### src/design/bmr_pkg.sv
// Constants for the boot block map reset configuration loader
package bmr_pkg;
  // Field encodings of flash_map_field
  localparam logic [1:0] FIELD_POR_UNPROG = 2'h0;
  localparam logic [1:0] FIELD_POR_PROG   = 2'h1;
  localparam logic [1:0] FIELD_SW_UNPROG  = 2'h2;
  localparam logic [1:0] FIELD_SW_PROG    = 2'h3;
  localparam logic [1:0] FIELD_OVERLAY    = 2'h0;
  localparam logic [1:0] FIELD_RESET      = 2'h0;
  // Logic level of startup_map_bit when programmed
  localparam logic       MAP_BIT_PROG_LVL = 1'b0;
  localparam logic       MAP_BIT_ERASED   = 1'b1;
  // Low program range that the alternate block overlays
  localparam int         PC_WIDTH         = 16;
  localparam logic [15:0] OVERLAY_TOP     = 16'h1fff;
  // Reset cause encoding
  typedef enum logic [2:0] {
    BMR_CAUSE_NONE  = 3'h0,
    BMR_CAUSE_POR   = 3'h1,
    BMR_CAUSE_EXT   = 3'h3,
    BMR_CAUSE_WDOG  = 3'h2,
    BMR_CAUSE_BROWN = 3'h6,
    BMR_CAUSE_SOFT  = 3'h7
  } bmr_cause_t;
endpackage : bmr_pkg

### src/design/bmr_loader.sv
// Flash map field loader: reset-cause dependent init and fetch steering
`timescale 1ns/1ps
module bmr_loader (
  // Clock and reset
  input  wire logic        sys_clk,
  input  wire logic        rstn,
  // Reset cause indications, held during the reset pulse
  input  wire logic        por_rst,
  input  wire logic        ext_rst,
  input  wire logic        watchdog_timer_rst,
  input  wire logic        brown_rst,
  input  wire logic        soft_rst,
  // Programming command to write the startup bit
  input  wire logic        prog_cmd,
  input  wire logic        host_prog_mode,
  input  wire logic        in_app_programming,
  input  wire logic        prog_map_bit,
  // Software write of field bit 0
  input  wire logic        sw_wr,
  input  wire logic        sw_bit0,
  // Fetch and programming address paths
  input  wire logic [15:0] fetch_pc,
  input  wire logic        prog_access,
  // Outputs
  output logic [1:0]       flash_map_field,
  output logic             startup_map_bit,
  output logic             fetch_alt_block,
  output logic             prog_alt_block
);

  // Non-volatile bit model; erased until a programming command
  logic       map_bit_q, map_bit_d;
  // Latched reset cause and the active field
  logic [2:0] cause_q, cause_d;
  logic       in_rst_q, in_rst_d;
  logic [1:0] field_q, field_d;
  logic       prog_sel;
  logic       low_range;

  // Cause capture: power-on has top priority, software the lowest
  always_comb begin
    cause_d  = cause_q;
    in_rst_d = 1'b0;
    if (por_rst) begin
      cause_d  = bmr_pkg::BMR_CAUSE_POR;
      in_rst_d = 1'b1;
    end else if (ext_rst) begin
      cause_d  = bmr_pkg::BMR_CAUSE_EXT;
      in_rst_d = 1'b1;
    end else if (watchdog_timer_rst) begin
      cause_d  = bmr_pkg::BMR_CAUSE_WDOG;
      in_rst_d = 1'b1;
    end else if (brown_rst) begin
      cause_d  = bmr_pkg::BMR_CAUSE_BROWN;
      in_rst_d = 1'b1;
    end else if (soft_rst) begin
      cause_d  = bmr_pkg::BMR_CAUSE_SOFT;
      in_rst_d = 1'b1;
    end
  end

  // Startup bit is only touched by a programming command in a prog mode
  always_comb begin
    map_bit_d = map_bit_q;
    if (prog_cmd && (host_prog_mode || in_app_programming)) begin
      map_bit_d = prog_map_bit;
    end
  end

  assign prog_sel = (map_bit_q == bmr_pkg::MAP_BIT_PROG_LVL);

  // Field load when a reset source falls away, else software bit 0
  always_comb begin
    field_d = field_q;
    if (in_rst_q && !in_rst_d) begin
      case (cause_q)
        bmr_pkg::BMR_CAUSE_POR, bmr_pkg::BMR_CAUSE_EXT: begin
          field_d = prog_sel ? bmr_pkg::FIELD_POR_PROG
                             : bmr_pkg::FIELD_POR_UNPROG;
        end
        bmr_pkg::BMR_CAUSE_WDOG, bmr_pkg::BMR_CAUSE_BROWN: begin
          field_d = {field_q[1], prog_sel};
        end
        bmr_pkg::BMR_CAUSE_SOFT: begin
          field_d = prog_sel ? bmr_pkg::FIELD_SW_PROG
                             : bmr_pkg::FIELD_SW_UNPROG;
        end
        default: field_d = field_q;
      endcase
    end else if (!in_rst_q && !in_rst_d && sw_wr) begin
      field_d = {field_q[1], sw_bit0};
    end
  end

  // Startup bit register; the volatile model starts erased on rstn,
  // a real part would keep its programmed state across power cycles
  always_ff @(posedge sys_clk or negedge rstn) begin
    if (!rstn) begin
      map_bit_q <= bmr_pkg::MAP_BIT_ERASED;
    end else begin
      map_bit_q <= map_bit_d;
    end
  end

  // Cause registers; no cause latched until a source is seen
  always_ff @(posedge sys_clk or negedge rstn) begin
    if (!rstn) begin
      cause_q  <= bmr_pkg::BMR_CAUSE_NONE;
      in_rst_q <= 1'b0;
    end else begin
      cause_q  <= cause_d;
      in_rst_q <= in_rst_d;
    end
  end

  // Field register; rstn models power-on with an erased startup bit
  always_ff @(posedge sys_clk or negedge rstn) begin
    if (!rstn) begin
      field_q <= bmr_pkg::FIELD_RESET;
    end else begin
      field_q <= field_d;
    end
  end

  // Overlay decode; code toggling from the low range is software's risk,
  // since the fetch source under it changes with the next instruction
  assign low_range       = (fetch_pc <= bmr_pkg::OVERLAY_TOP);
  assign fetch_alt_block = low_range &&
                           (field_q == bmr_pkg::FIELD_OVERLAY);
  // Alternate block reachable by the programming path when not overlaid
  assign prog_alt_block  = prog_access &&
                           (field_q != bmr_pkg::FIELD_OVERLAY);
  // Outputs straight from the registers
  assign flash_map_field = field_q;
  assign startup_map_bit = map_bit_q;

  // Software write of bit 0 lands one cycle later, outside any reset
  chk_sw_bit0_write: assert property (
    @(posedge sys_clk) disable iff (!rstn)
    !in_rst_q && !in_rst_d && sw_wr
      |=> flash_map_field[0] == $past(sw_bit0))
    else $error("software bit 0 write lost");
  // A software write never reaches the startup bit
  chk_sw_keeps_bit: assert property (
    @(posedge sys_clk) disable iff (!rstn)
    sw_wr && !prog_cmd |=> $stable(startup_map_bit))
    else $error("startup bit changed by software write");
  // Without a command in a programming mode the startup bit holds
  chk_prog_only: assert property (
    @(posedge sys_clk) disable iff (!rstn)
    !(prog_cmd && (host_prog_mode || in_app_programming))
      |=> $stable(startup_map_bit))
    else $error("startup bit changed without command");
  // An accepted command stores the requested level
  chk_prog_store: assert property (
    @(posedge sys_clk) disable iff (!rstn)
    prog_cmd && (host_prog_mode || in_app_programming)
      |=> startup_map_bit == $past(prog_map_bit))
    else $error("programming command not stored");

  // Power-on and external loads: 00 erased, 01 programmed
  chk_por_load: assert property (
    @(posedge sys_clk) disable iff (!rstn)
    in_rst_q && !in_rst_d && (cause_q == bmr_pkg::BMR_CAUSE_POR)
      |=> flash_map_field == {1'b0, !$past(startup_map_bit)})
    else $error("power-on field value wrong");
  chk_ext_load: assert property (
    @(posedge sys_clk) disable iff (!rstn)
    in_rst_q && !in_rst_d && (cause_q == bmr_pkg::BMR_CAUSE_EXT)
      |=> flash_map_field == {1'b0, !$past(startup_map_bit)})
    else $error("external reset field value wrong");
  // Software reset load: 10 erased, 11 programmed
  chk_soft_load: assert property (
    @(posedge sys_clk) disable iff (!rstn)
    in_rst_q && !in_rst_d && (cause_q == bmr_pkg::BMR_CAUSE_SOFT)
      |=> flash_map_field == {1'b1, !$past(startup_map_bit)})
    else $error("software reset field value wrong");
  // Watchdog and brown-out loads touch only the low bit
  chk_wdog_keep: assert property (
    @(posedge sys_clk) disable iff (!rstn)
    in_rst_q && !in_rst_d && (cause_q == bmr_pkg::BMR_CAUSE_WDOG)
      |=> flash_map_field[1] == $past(flash_map_field[1]))
    else $error("watchdog reset changed high bit");
  chk_wdog_low: assert property (
    @(posedge sys_clk) disable iff (!rstn)
    in_rst_q && !in_rst_d && (cause_q == bmr_pkg::BMR_CAUSE_WDOG)
      |=> flash_map_field[0] == !$past(startup_map_bit))
    else $error("watchdog reset low bit wrong");
  chk_brown_load: assert property (
    @(posedge sys_clk) disable iff (!rstn)
    in_rst_q && !in_rst_d && (cause_q == bmr_pkg::BMR_CAUSE_BROWN)
      |=> flash_map_field == {$past(flash_map_field[1]),
                              !$past(startup_map_bit)})
    else $error("brown-out field value wrong");
  // Field moves only on a load or an accepted software write
  chk_field_hold: assert property (
    @(posedge sys_clk) disable iff (!rstn)
    !in_rst_q && !sw_wr |=> $stable(flash_map_field))
    else $error("field changed without load or write");

  // Alternate fetch only inside the low range with field 00
  chk_overlay_fetch: assert property (
    @(posedge sys_clk) disable iff (!rstn)
    fetch_alt_block |-> flash_map_field == 2'h0 && fetch_pc[15:13] == 3'h0)
    else $error("alternate fetch outside overlay");
  chk_overlay_hit: assert property (
    @(posedge sys_clk) disable iff (!rstn)
    flash_map_field == 2'h0 && fetch_pc[15:13] == 3'h0 |-> fetch_alt_block)
    else $error("overlay fetch missed");
  // Other field values hide the alternate block from fetch, and field 00 hides it from the programming path
  chk_alt_hidden: assert property (
    @(posedge sys_clk) disable iff (!rstn)
    flash_map_field != 2'h0 |-> !fetch_alt_block)
    else $error("alternate block visible");
  chk_prog_alt: assert property (
    @(posedge sys_clk) disable iff (!rstn)
    flash_map_field == 2'h0 |-> !prog_alt_block)
    else $error("programming path reached overlaid block");

endmodule : bmr_loader

### config.mk
export PLATFORM = sky130hd
export DESIGN_NAME = bmr_loader
export DESIGN_NICKNAME = d
export VERILOG_FILES = /design/src/design/bmr_pkg.sv /design/src/design/bmr_loader.sv
export SDC_FILE = /design/constraint.sdc
export NUM_CORES = 1
export LEC_CHECK = 0
export ABC_AREA = 1
export BUFFER_PORTS_ARGS = -buffer_cell sky130_fd_sc_hd__buf_4
export CAP_MARGIN = 30
export CORE_AREA = 5 5 42 44
export DETAILED_ROUTE_END_ITERATION = 6
export DIE_AREA = 0 0 47 49
export PLACE_DENSITY = 0.76
export SLEW_MARGIN = 0
export SYNTH_ARGS = -nofsm -noshare
export SYNTH_HDL_FRONTEND = slang
export SYNTH_SLANG_ARGS = --single-unit
### constraint.sdc
create_clock -name sys_clk -period 1 [get_ports sys_clk]
set_input_delay 0.2 -clock sys_clk [delete_from_list [all_inputs] [get_ports sys_clk]]
set_output_delay 0.2 -clock sys_clk [all_outputs]
set_load 0.01 [all_outputs]
Word level (Yosys, flattened, before mapping)
Cells that the tools add are included.
- register bits after elaboration: 7
- input bits: 30
- logic and storage cells: 47
- $lt $le $gt $ge: 1
- eq/ne operators: 6
- mux-type cells: 15
- bitwise gates (word level): 2
- reduce and logical (&&, ||, !) cells: 18
- operators by type and width (operator ; count):
    $le 16x13->1 const B ; 1
    $mux 3 ; 5
    $mux 1 ; 8
    $eq 3x2->1 const B ; 2
    $eq 3x3->1 const B ; 2
    $logic_and 1x1->1 ; 6
    $pmux 2 s3 ; 1
    $reduce_bool 2->1 ; 3
    $reduce_bool 5->1 ; 1
    $ne 4x1->1 const B ; 1
    $reduce_or 2->1 ; 2
    $eq 3x1->1 const B ; 1
    $reduce_and 3->1 ; 1
    $logic_not 1->1 ; 2
    $logic_not 2->1 ; 1
    $mux 2 ; 1
    $not 1->1 ; 2
    $reduce_and 2->1 ; 1
    $logic_or 1x1->1 ; 1

Logic depth before layout (Yosys ltp)
Gate-level depths: netlist (run 1).
- word-level depth: 10
- gate-level depth with buffers: 7
- gate-level depth less buffers: 7

Worst setup path before layout (run 1)
No wires, ideal clock.
- path kind: register to output
- from: reg field_q[1], in the netlist flash_map_field[1]
- to: out fetch_alt_block
- arrival time: 939 ps
- setup slack: -139 ps
- cell stages (with the launch flop): 4
- path buffers: 0
- cells stage by stage: dfrtp_1 nor2_1 inv_1 nor4_1
- longest elaborated chain between the ends: 2
- RTL lines (what ; RTL line ; RTL):
    start: declaration ; bmr_loader.sv:36 ; logic [1:0] field_q, field_d;
    start signal: assignment ; bmr_loader.sv:119 ; field_q <= bmr_pkg::FIELD_RESET;
    start signal: assignment ; bmr_loader.sv:121 ; field_q <= field_d;
    $logic_not 2->1 ; bmr_loader.sv:129 ; (field_q == bmr_pkg::FIELD_OVERLAY);
    $logic_and 1x1->1 ; bmr_loader.sv:128 ; assign fetch_alt_block = low_range &&
    end: declaration ; bmr_loader.sv:27 ; output logic fetch_alt_block,
No other way between the ends.

Final worst setup path (run 1)
- from: reg field_q[0], in the netlist flash_map_field[0]
- to: out fetch_alt_block
The elaborated chain is that of the path after synthesis.

==> results of run 1 <==
power groups by stage:
stage | combinational [mW] | sequential, mW | clock [mW]
5_1_grt | 0.310 | 0.333 | 0.271
4_1_cts | 0.271 | 0.329 | 0.262
3_5_place_dp | 0.213 | 0.333 | 0
2_1_floorplan | 0.0713 | 0.340 | 0
3_3_place_gp | 0.208 | 0.332 | 0
6_report | 0.287 | 0.330 | 0.247
through the flow:
step | worst slack, ns | utilization, % | std cells | power (mW) | hold slack, ns
after floorplan | 0.0115 | - | 45 | 0.411 | -0.0956
after global placement | -0.0479 | 42.7 | 85 | 0.539 | 0.0143
after detailed placement | -0.0520 | 42.7 | 85 | 0.546 | 0.0161
after CTS | -0.305 | 48.4 | 94 | 0.861 | 0.126
after global routing | -0.426 | 49.4 | 95 | 0.914 | 0.126
final | -0.321 | 49.4 | 95 | 0.865 | 0.134
synth_stat cells:
cell / n
nand2_1: 7
nor2_2: 1
nand4_1: 3
nand3_1: 1
mux2_2: 1
dfstp_2: 1
or2_0: 1
o21ai_0: 3
dfrtp_1: 6
nor2_1: 7
o21ai_1: 2
nor2_4: 2
nor3b_1: 1
nand3_4: 1
nor3_1: 1
nor4_1: 1
inv_1: 6
cell families after synthesis:
| kind of cell | share of synthesized area (%) |
|---|---|
| AO/OA/AOI/OAI | 6.53 |
| AND/OR/NAND/NOR | 38.6 |
| flip-flops | 46.1 |
| multiplexers | 2.94 |
| buffers and inverters | 5.88 |
worst max-delay path by stage:
stage                            to  slack (ns)  cells past startpoint
floorplan           fetch_alt_block        0.01                      3
global placement    fetch_alt_block       -0.05                      4
detailed placement  fetch_alt_block       -0.05                      4
CTS                 fetch_alt_block       -0.31                      4
global route        fetch_alt_block       -0.43                      4
finish              fetch_alt_block       -0.32                      4
metal layers:
metal	up-vias	GRT usage (%)
met1	207	12.0
met4	0	4.15
li1	218	-
met5	-	0
met3	0	3.69
met2	6	15.8
layout make-up:
type | instances | area, um^2 | area share, %
clock buffers | 4 | 26.3 | 3.80
repair buffers | 30 | 243 | 35.1
multi-input cells | 32 | 204 | 29.5
flip-flops and latches | 7 | 176 | 25.5
well taps | 16 | 20.0 | 2.89
inverters | 6 | 22.5 | 3.25
registers in the layout, summed over array words and instances, names as in the netlist:
name,count
cause_q,3
startup_map_bit,1
in_rst_q,1
flash_map_field,2
repair_timing:
item                       in CTS  in global routing
pin swaps                       1                  5
gates cloned                    0                  0
resized for setup               4                  2
setup endpoints to repair       6                  6
hold buffers                    1                  0
setup buffers                   4                  1
hold endpoints to repair        7                  0
==> results.yml, run 1 <==
yosys:
  yosysWarnings: 0
  synth_top_area_cell: "dfrtp_1"
  syn-cell-area_um2: 383
  synth_seq_cells: 7
  syn_avg_cell_area_um2: 8.51
  ys_types: 17
  synth_top_area_share_pct: 39.2
  synthCells: 45
  synth.area.top_cells: "dfrtp_1 39%, dfstp_2 6.9%, nand2_1 6.9%"
  syn-num-nets: 75
  seq_area_frac_synth_pct: 46.1
global_routing:
  grt_pass1_vias: 415
  overflow: 0
  grtUsageTotal_pct: 10.1
  grt_max_degree: 8
  grt_pass1_wl_um: 1690
  antenna_found_initial: 0
timing:
  maxSlewHeadroom_pct: 86.7
  fin_crit_ns: 1.32
  maxSlewViolCount: 0
  finClkSkew_ns: 0.00399
  setup_ws_ns: -0.321
  hold_viol: 0
  setup-violations-final: 6
  fin_crit_sh_pct: 132
  max_freq_ghz: 0.757
  worst_pin_slew_ns: 0.197
  setup_tns_ns: -1.06
  rsz0062_at_grt: "true"
clock_network:
  clock-root-buffer: "clkbuf_4"
  htreeDepth: 1
  cts_sinks: 7
  clk_latency_ns: 0.25
  clock_path_buffers: 2
  cts_buffers: 3
  clkTransAtPathRegs_ns: 0.05
  cts_tree: "yes"
die:
  fp-row-count: 14
  chipWidth_um: 47
  die_height_um: 49
  start_util_pct: 27.3
  die_area_um2: 2300
  core-area_um2: 1400
  top_level_ports: 35
power:
  power_leakage_nw: 0.355
  pwr-share-comb_pct: 33.2
  switching_share_pct: 26.6
  pwr-share-seq_pct: 38.2
  peakVddDrop_mv: 0.719
  power-per-cell-area_nw_per_um2: 1250
  p_switching_uw: 230
  power.internal_uw: 635
  clockPowerShare_pct: 28.6
worst_hold_path:
  holdCritStartpoint: "por_rst"
  min_to: "cause_q[1]"
  min_path_cells: 2
  worstHoldPathType: "in -> reg"
place:
  gp_congestion: 0.683
  placed_area_um2: 598
  hpwl_um: 851
  io_buffers: 21
drt:
  ant_nets: 0
  num_vias: 431
  via_per_inst: 4.54
  highest_layer: "met3"
  drc_errors: 0
  routed_wl_um: 1100
  wl_met1_um: 420
  dr_wl_met2_um: 631
  drt_iter0_markers: 6
  wl_per_cell_um: 11.6
  met3_length_um: 51
  first_pass_iters: 4
critical_path:
  arrival_ns: 1.12
  reg2reg_slack_ns: 0
  crit_chain: "nor2_2 -> inv_1 -> nor4_4 -> buf_4"
  slowest_stage: "dfrtp_1"
  worst-path-buf-inv: 2
  reg2reg_to: "flash_map_field[0]"
  end_kind: "output port"
  startpoint: "flash_map_field[0]"
  r2r_cells: 5
  timing.critical_path.slowest_cell_delay_ns: 0.39
  timing.rr.start: "in_rst_q"
  path_class: "reg -> out"
  cpLargestDelayFamily: "flip-flops"
  cp.required_ns: 0.80
  crit_fanout: 2
  start_kind: "flop"
run_status:
  violations: "negative setup slack"
  status: "finished with violations"
finish:
  area_delta_synth_final_pct: 80.7
  n_antenna_cell: 0
  stdcell_area_um2: 692
  layout_commonest_cell: "buf_4"
  final_nets: 110
  fill_cells: 141
  drive_above_1_share_pct: 51.9
  final_cell_mix: "25 x buf_4, 7 x nand2_1, 6 x inv_1, 6 x dfrtp_1, 5 x nor2_1"
job:
  max_cap_viol_count: 0
(Power assumes the default switching activity.)
==> inputs of run 2 (changes only) <==
--- a/config.mk
+++ b/config.mk
@@ -11,7 +11,7 @@
 export CORE_AREA = 5 5 42 44
 export DETAILED_ROUTE_END_ITERATION = 6
 export DIE_AREA = 0 0 47 49
-export PLACE_DENSITY = 0.76
+export PLACE_DENSITY_LB_ADDON = 0.1
 export SLEW_MARGIN = 0
 export SYNTH_ARGS = -nofsm -noshare
 export SYNTH_HDL_FRONTEND = slang
==> run 2 against run 1 <==
Effect of this change:
- the run still ends with negative setup slack left
- sequential power about the same
- setup slack gained 0.033 ns
- maximum frequency rose by 2.6%
- via count fell by 2.1%
- total power is 1.7% lower
- worst hold slack got worse by 0.0011 ns
- critical path type unchanged
==> results.yml, run 2 (synthesis results as in run 1) <==
power:
  switching_share_pct: 26.1
  peakVddDrop_mv: 0.830
  p_total_uw: 850
  pwr-share-seq_pct: 38.6
  power.internal_uw: 628
  power-per-cell-area_nw_per_um2: 1210
  pwr-share-comb_pct: 32.5
  p_switching_uw: 222
  clockPowerShare_pct: 28.8
  power_leakage_nw: 0.355
clock_network:
  cts_buffers: 3
  cts_sinks: 7
  clock-root-buffer: "clkbuf_4"
  clk_latency_ns: 0.24
  htreeDepth: 1
  cts_tree: "yes"
  clkTransAtPathRegs_ns: 0.05
  clock_path_buffers: 2
place:
  io_buffers: 21
  gp_congestion: 0.690
  hpwl_um: 832
  place_inst: 87
finish:
  largest_reg_flops: 3
  final_cell_mix: "23 x buf_4, 6 x nand2_1, 6 x dfrtp_1, 6 x buf_6"
  instances_no_fill: 95
  fin_util_pct: 50.1
  area_delta_synth_final_pct: 83.3
  registers.top_by_ff_count: "cause_q"
  final_nets: 110
  n_antenna_cell: 0
  layout_commonest_cell: "buf_4"
  drive_above_1_share_pct: 54.4
global_routing:
  groute.layer.met3.usage_pct: 1.11
  grt_max_degree: 8
  grtUsageTotal_pct: 9.72
  grt_pass1_vias: 439
  grt_busiest_layer: "met2"
  grt_use_met1_pct: 11.9
  grt_use_met2_pct: 14.9
  overflow: 0
  grt_pass1_wl_um: 1620
  antenna_found_initial: 0
critical_path:
  worst-path-buf-inv: 2
  cpLargestDelayFamily: "flip-flops"
  timing.critical_path.slowest_cell_delay_ns: 0.38
  reg2reg_slack_ns: 0.02
  cp.required_ns: 0.80
  end_kind: "output port"
  startpoint: "flash_map_field[0]"
  slowest_stage: "dfrtp_1"
  arrival_ns: 1.09
  start_kind: "flop"
  crit_chain: "nor2_2 -> inv_2 -> nor4_4 -> buf_4"
  path_class: "reg -> out"
  crit_fanout: 2
  timing.rr.start: "startup_map_bit"
drt:
  first_pass_iters: 4
  num_vias: 422
  drc_errors: 0
  drt_iter0_markers: 1
  wl_per_cell_um: 10.0
  via_per_inst: 4.44
  routed_wl_um: 953
  ant_nets: 0
timing:
  rsz0062_at_grt: "true"
  fin_crit_sh_pct: 129
  finClkSkew_ns: 0.000698
  maxSlewViolCount: 0
  whs_ns: 0.133
  hold_viol: 0
  setup_ws_ns: -0.287
  worst_pin_slew_ns: 0.192
  setup_tns_ns: -0.729
  fin_crit_ns: 1.29
  max_freq_ghz: 0.777
  maxSlewHeadroom_pct: 87.1
  setup-violations-final: 5
run_status:
  status: "finished with violations"
  violations: "negative setup slack"
die:
  fp-row-count: 14
  chipWidth_um: 47
  die_area_um2: 2300
  die_height_um: 49
  start_util_pct: 27.3
  core-area_um2: 1400
  top_level_ports: 35
worst_hold_path:
  holdCritStartpoint: "por_rst"
  worstHoldPathType: "in -> reg"
job:
  max_cap_viol_count: 0
run 2: cell counts in the layout (fill, tap and decap cells not counted):
Identical to the previous run, type by type.
run 2: power groups by stage:
| stage | combinational [mW] | clock [mW] | sequential (mW) |
|---|---|---|---|
| after detailed placement | 0.221 | 0 | 0.332 |
| after CTS | 0.281 | 0.263 | 0.327 |
| after floorplan | 0.0713 | 0 | 0.340 |
| after global routing | 0.307 | 0.274 | 0.331 |
| final | 0.277 | 0.245 | 0.328 |
| after global placement | 0.217 | 0 | 0.332 |
run 2: path summary, 6_finish.rpt:
| kind | end | cells past startpoint |
|---|---|---|
| worst min-delay path | cause_q[1] | 2 |
| worst max-delay path | fetch_alt_block | 4 |
| worst min register to register | flash_map_field[1] | 2 |
| min in group asynchronous | cause_q[2] | 2 |
| worst max register to register | flash_map_field[0] | 4 |
| max in group asynchronous | startup_map_bit | 2 |
run 2: final cells by class:
type	instances	area (um^2)
tap	16	20.0
multi-input combinational	32	206
inverter	6	22.5
sequential	7	176
fill	154	699
clock buffer	4	26.3
timing repair buffer	30	250
run 2: through the flow:
stage	setup slack [ns]	cell area, um^2
after floorplan	0.0115	398
after global placement	-0.0617	613
after detailed placement	-0.0857	613
after CTS	-0.310	689
after global routing	-0.402	702
final	-0.287	702
run 2: metal layers:
metal	up-vias	part of all wire (%)
met2	14	49
met3	0	8.5
met1	186	42
met4	0	0
li1	222	-
met5	-	0
run 2: worst register-to-register path, delay by kind of cell (launching register included):
| kind | cells | cell delay (ns) |
|---|---|---|
| buffers and inverters | 1 | 0.10 |
| AND/OR/NAND/NOR | 3 | 0.22 |
| flip-flops | 1 | 0.54 |
run 2: repair_timing:
item	CTS	global route
setup endpoints to repair	6	6
hold buffers	1	0
gates resized for setup	6	6
pin swaps	2	4
setup buffers	3	2
endpoints found under the hold margin	7	0
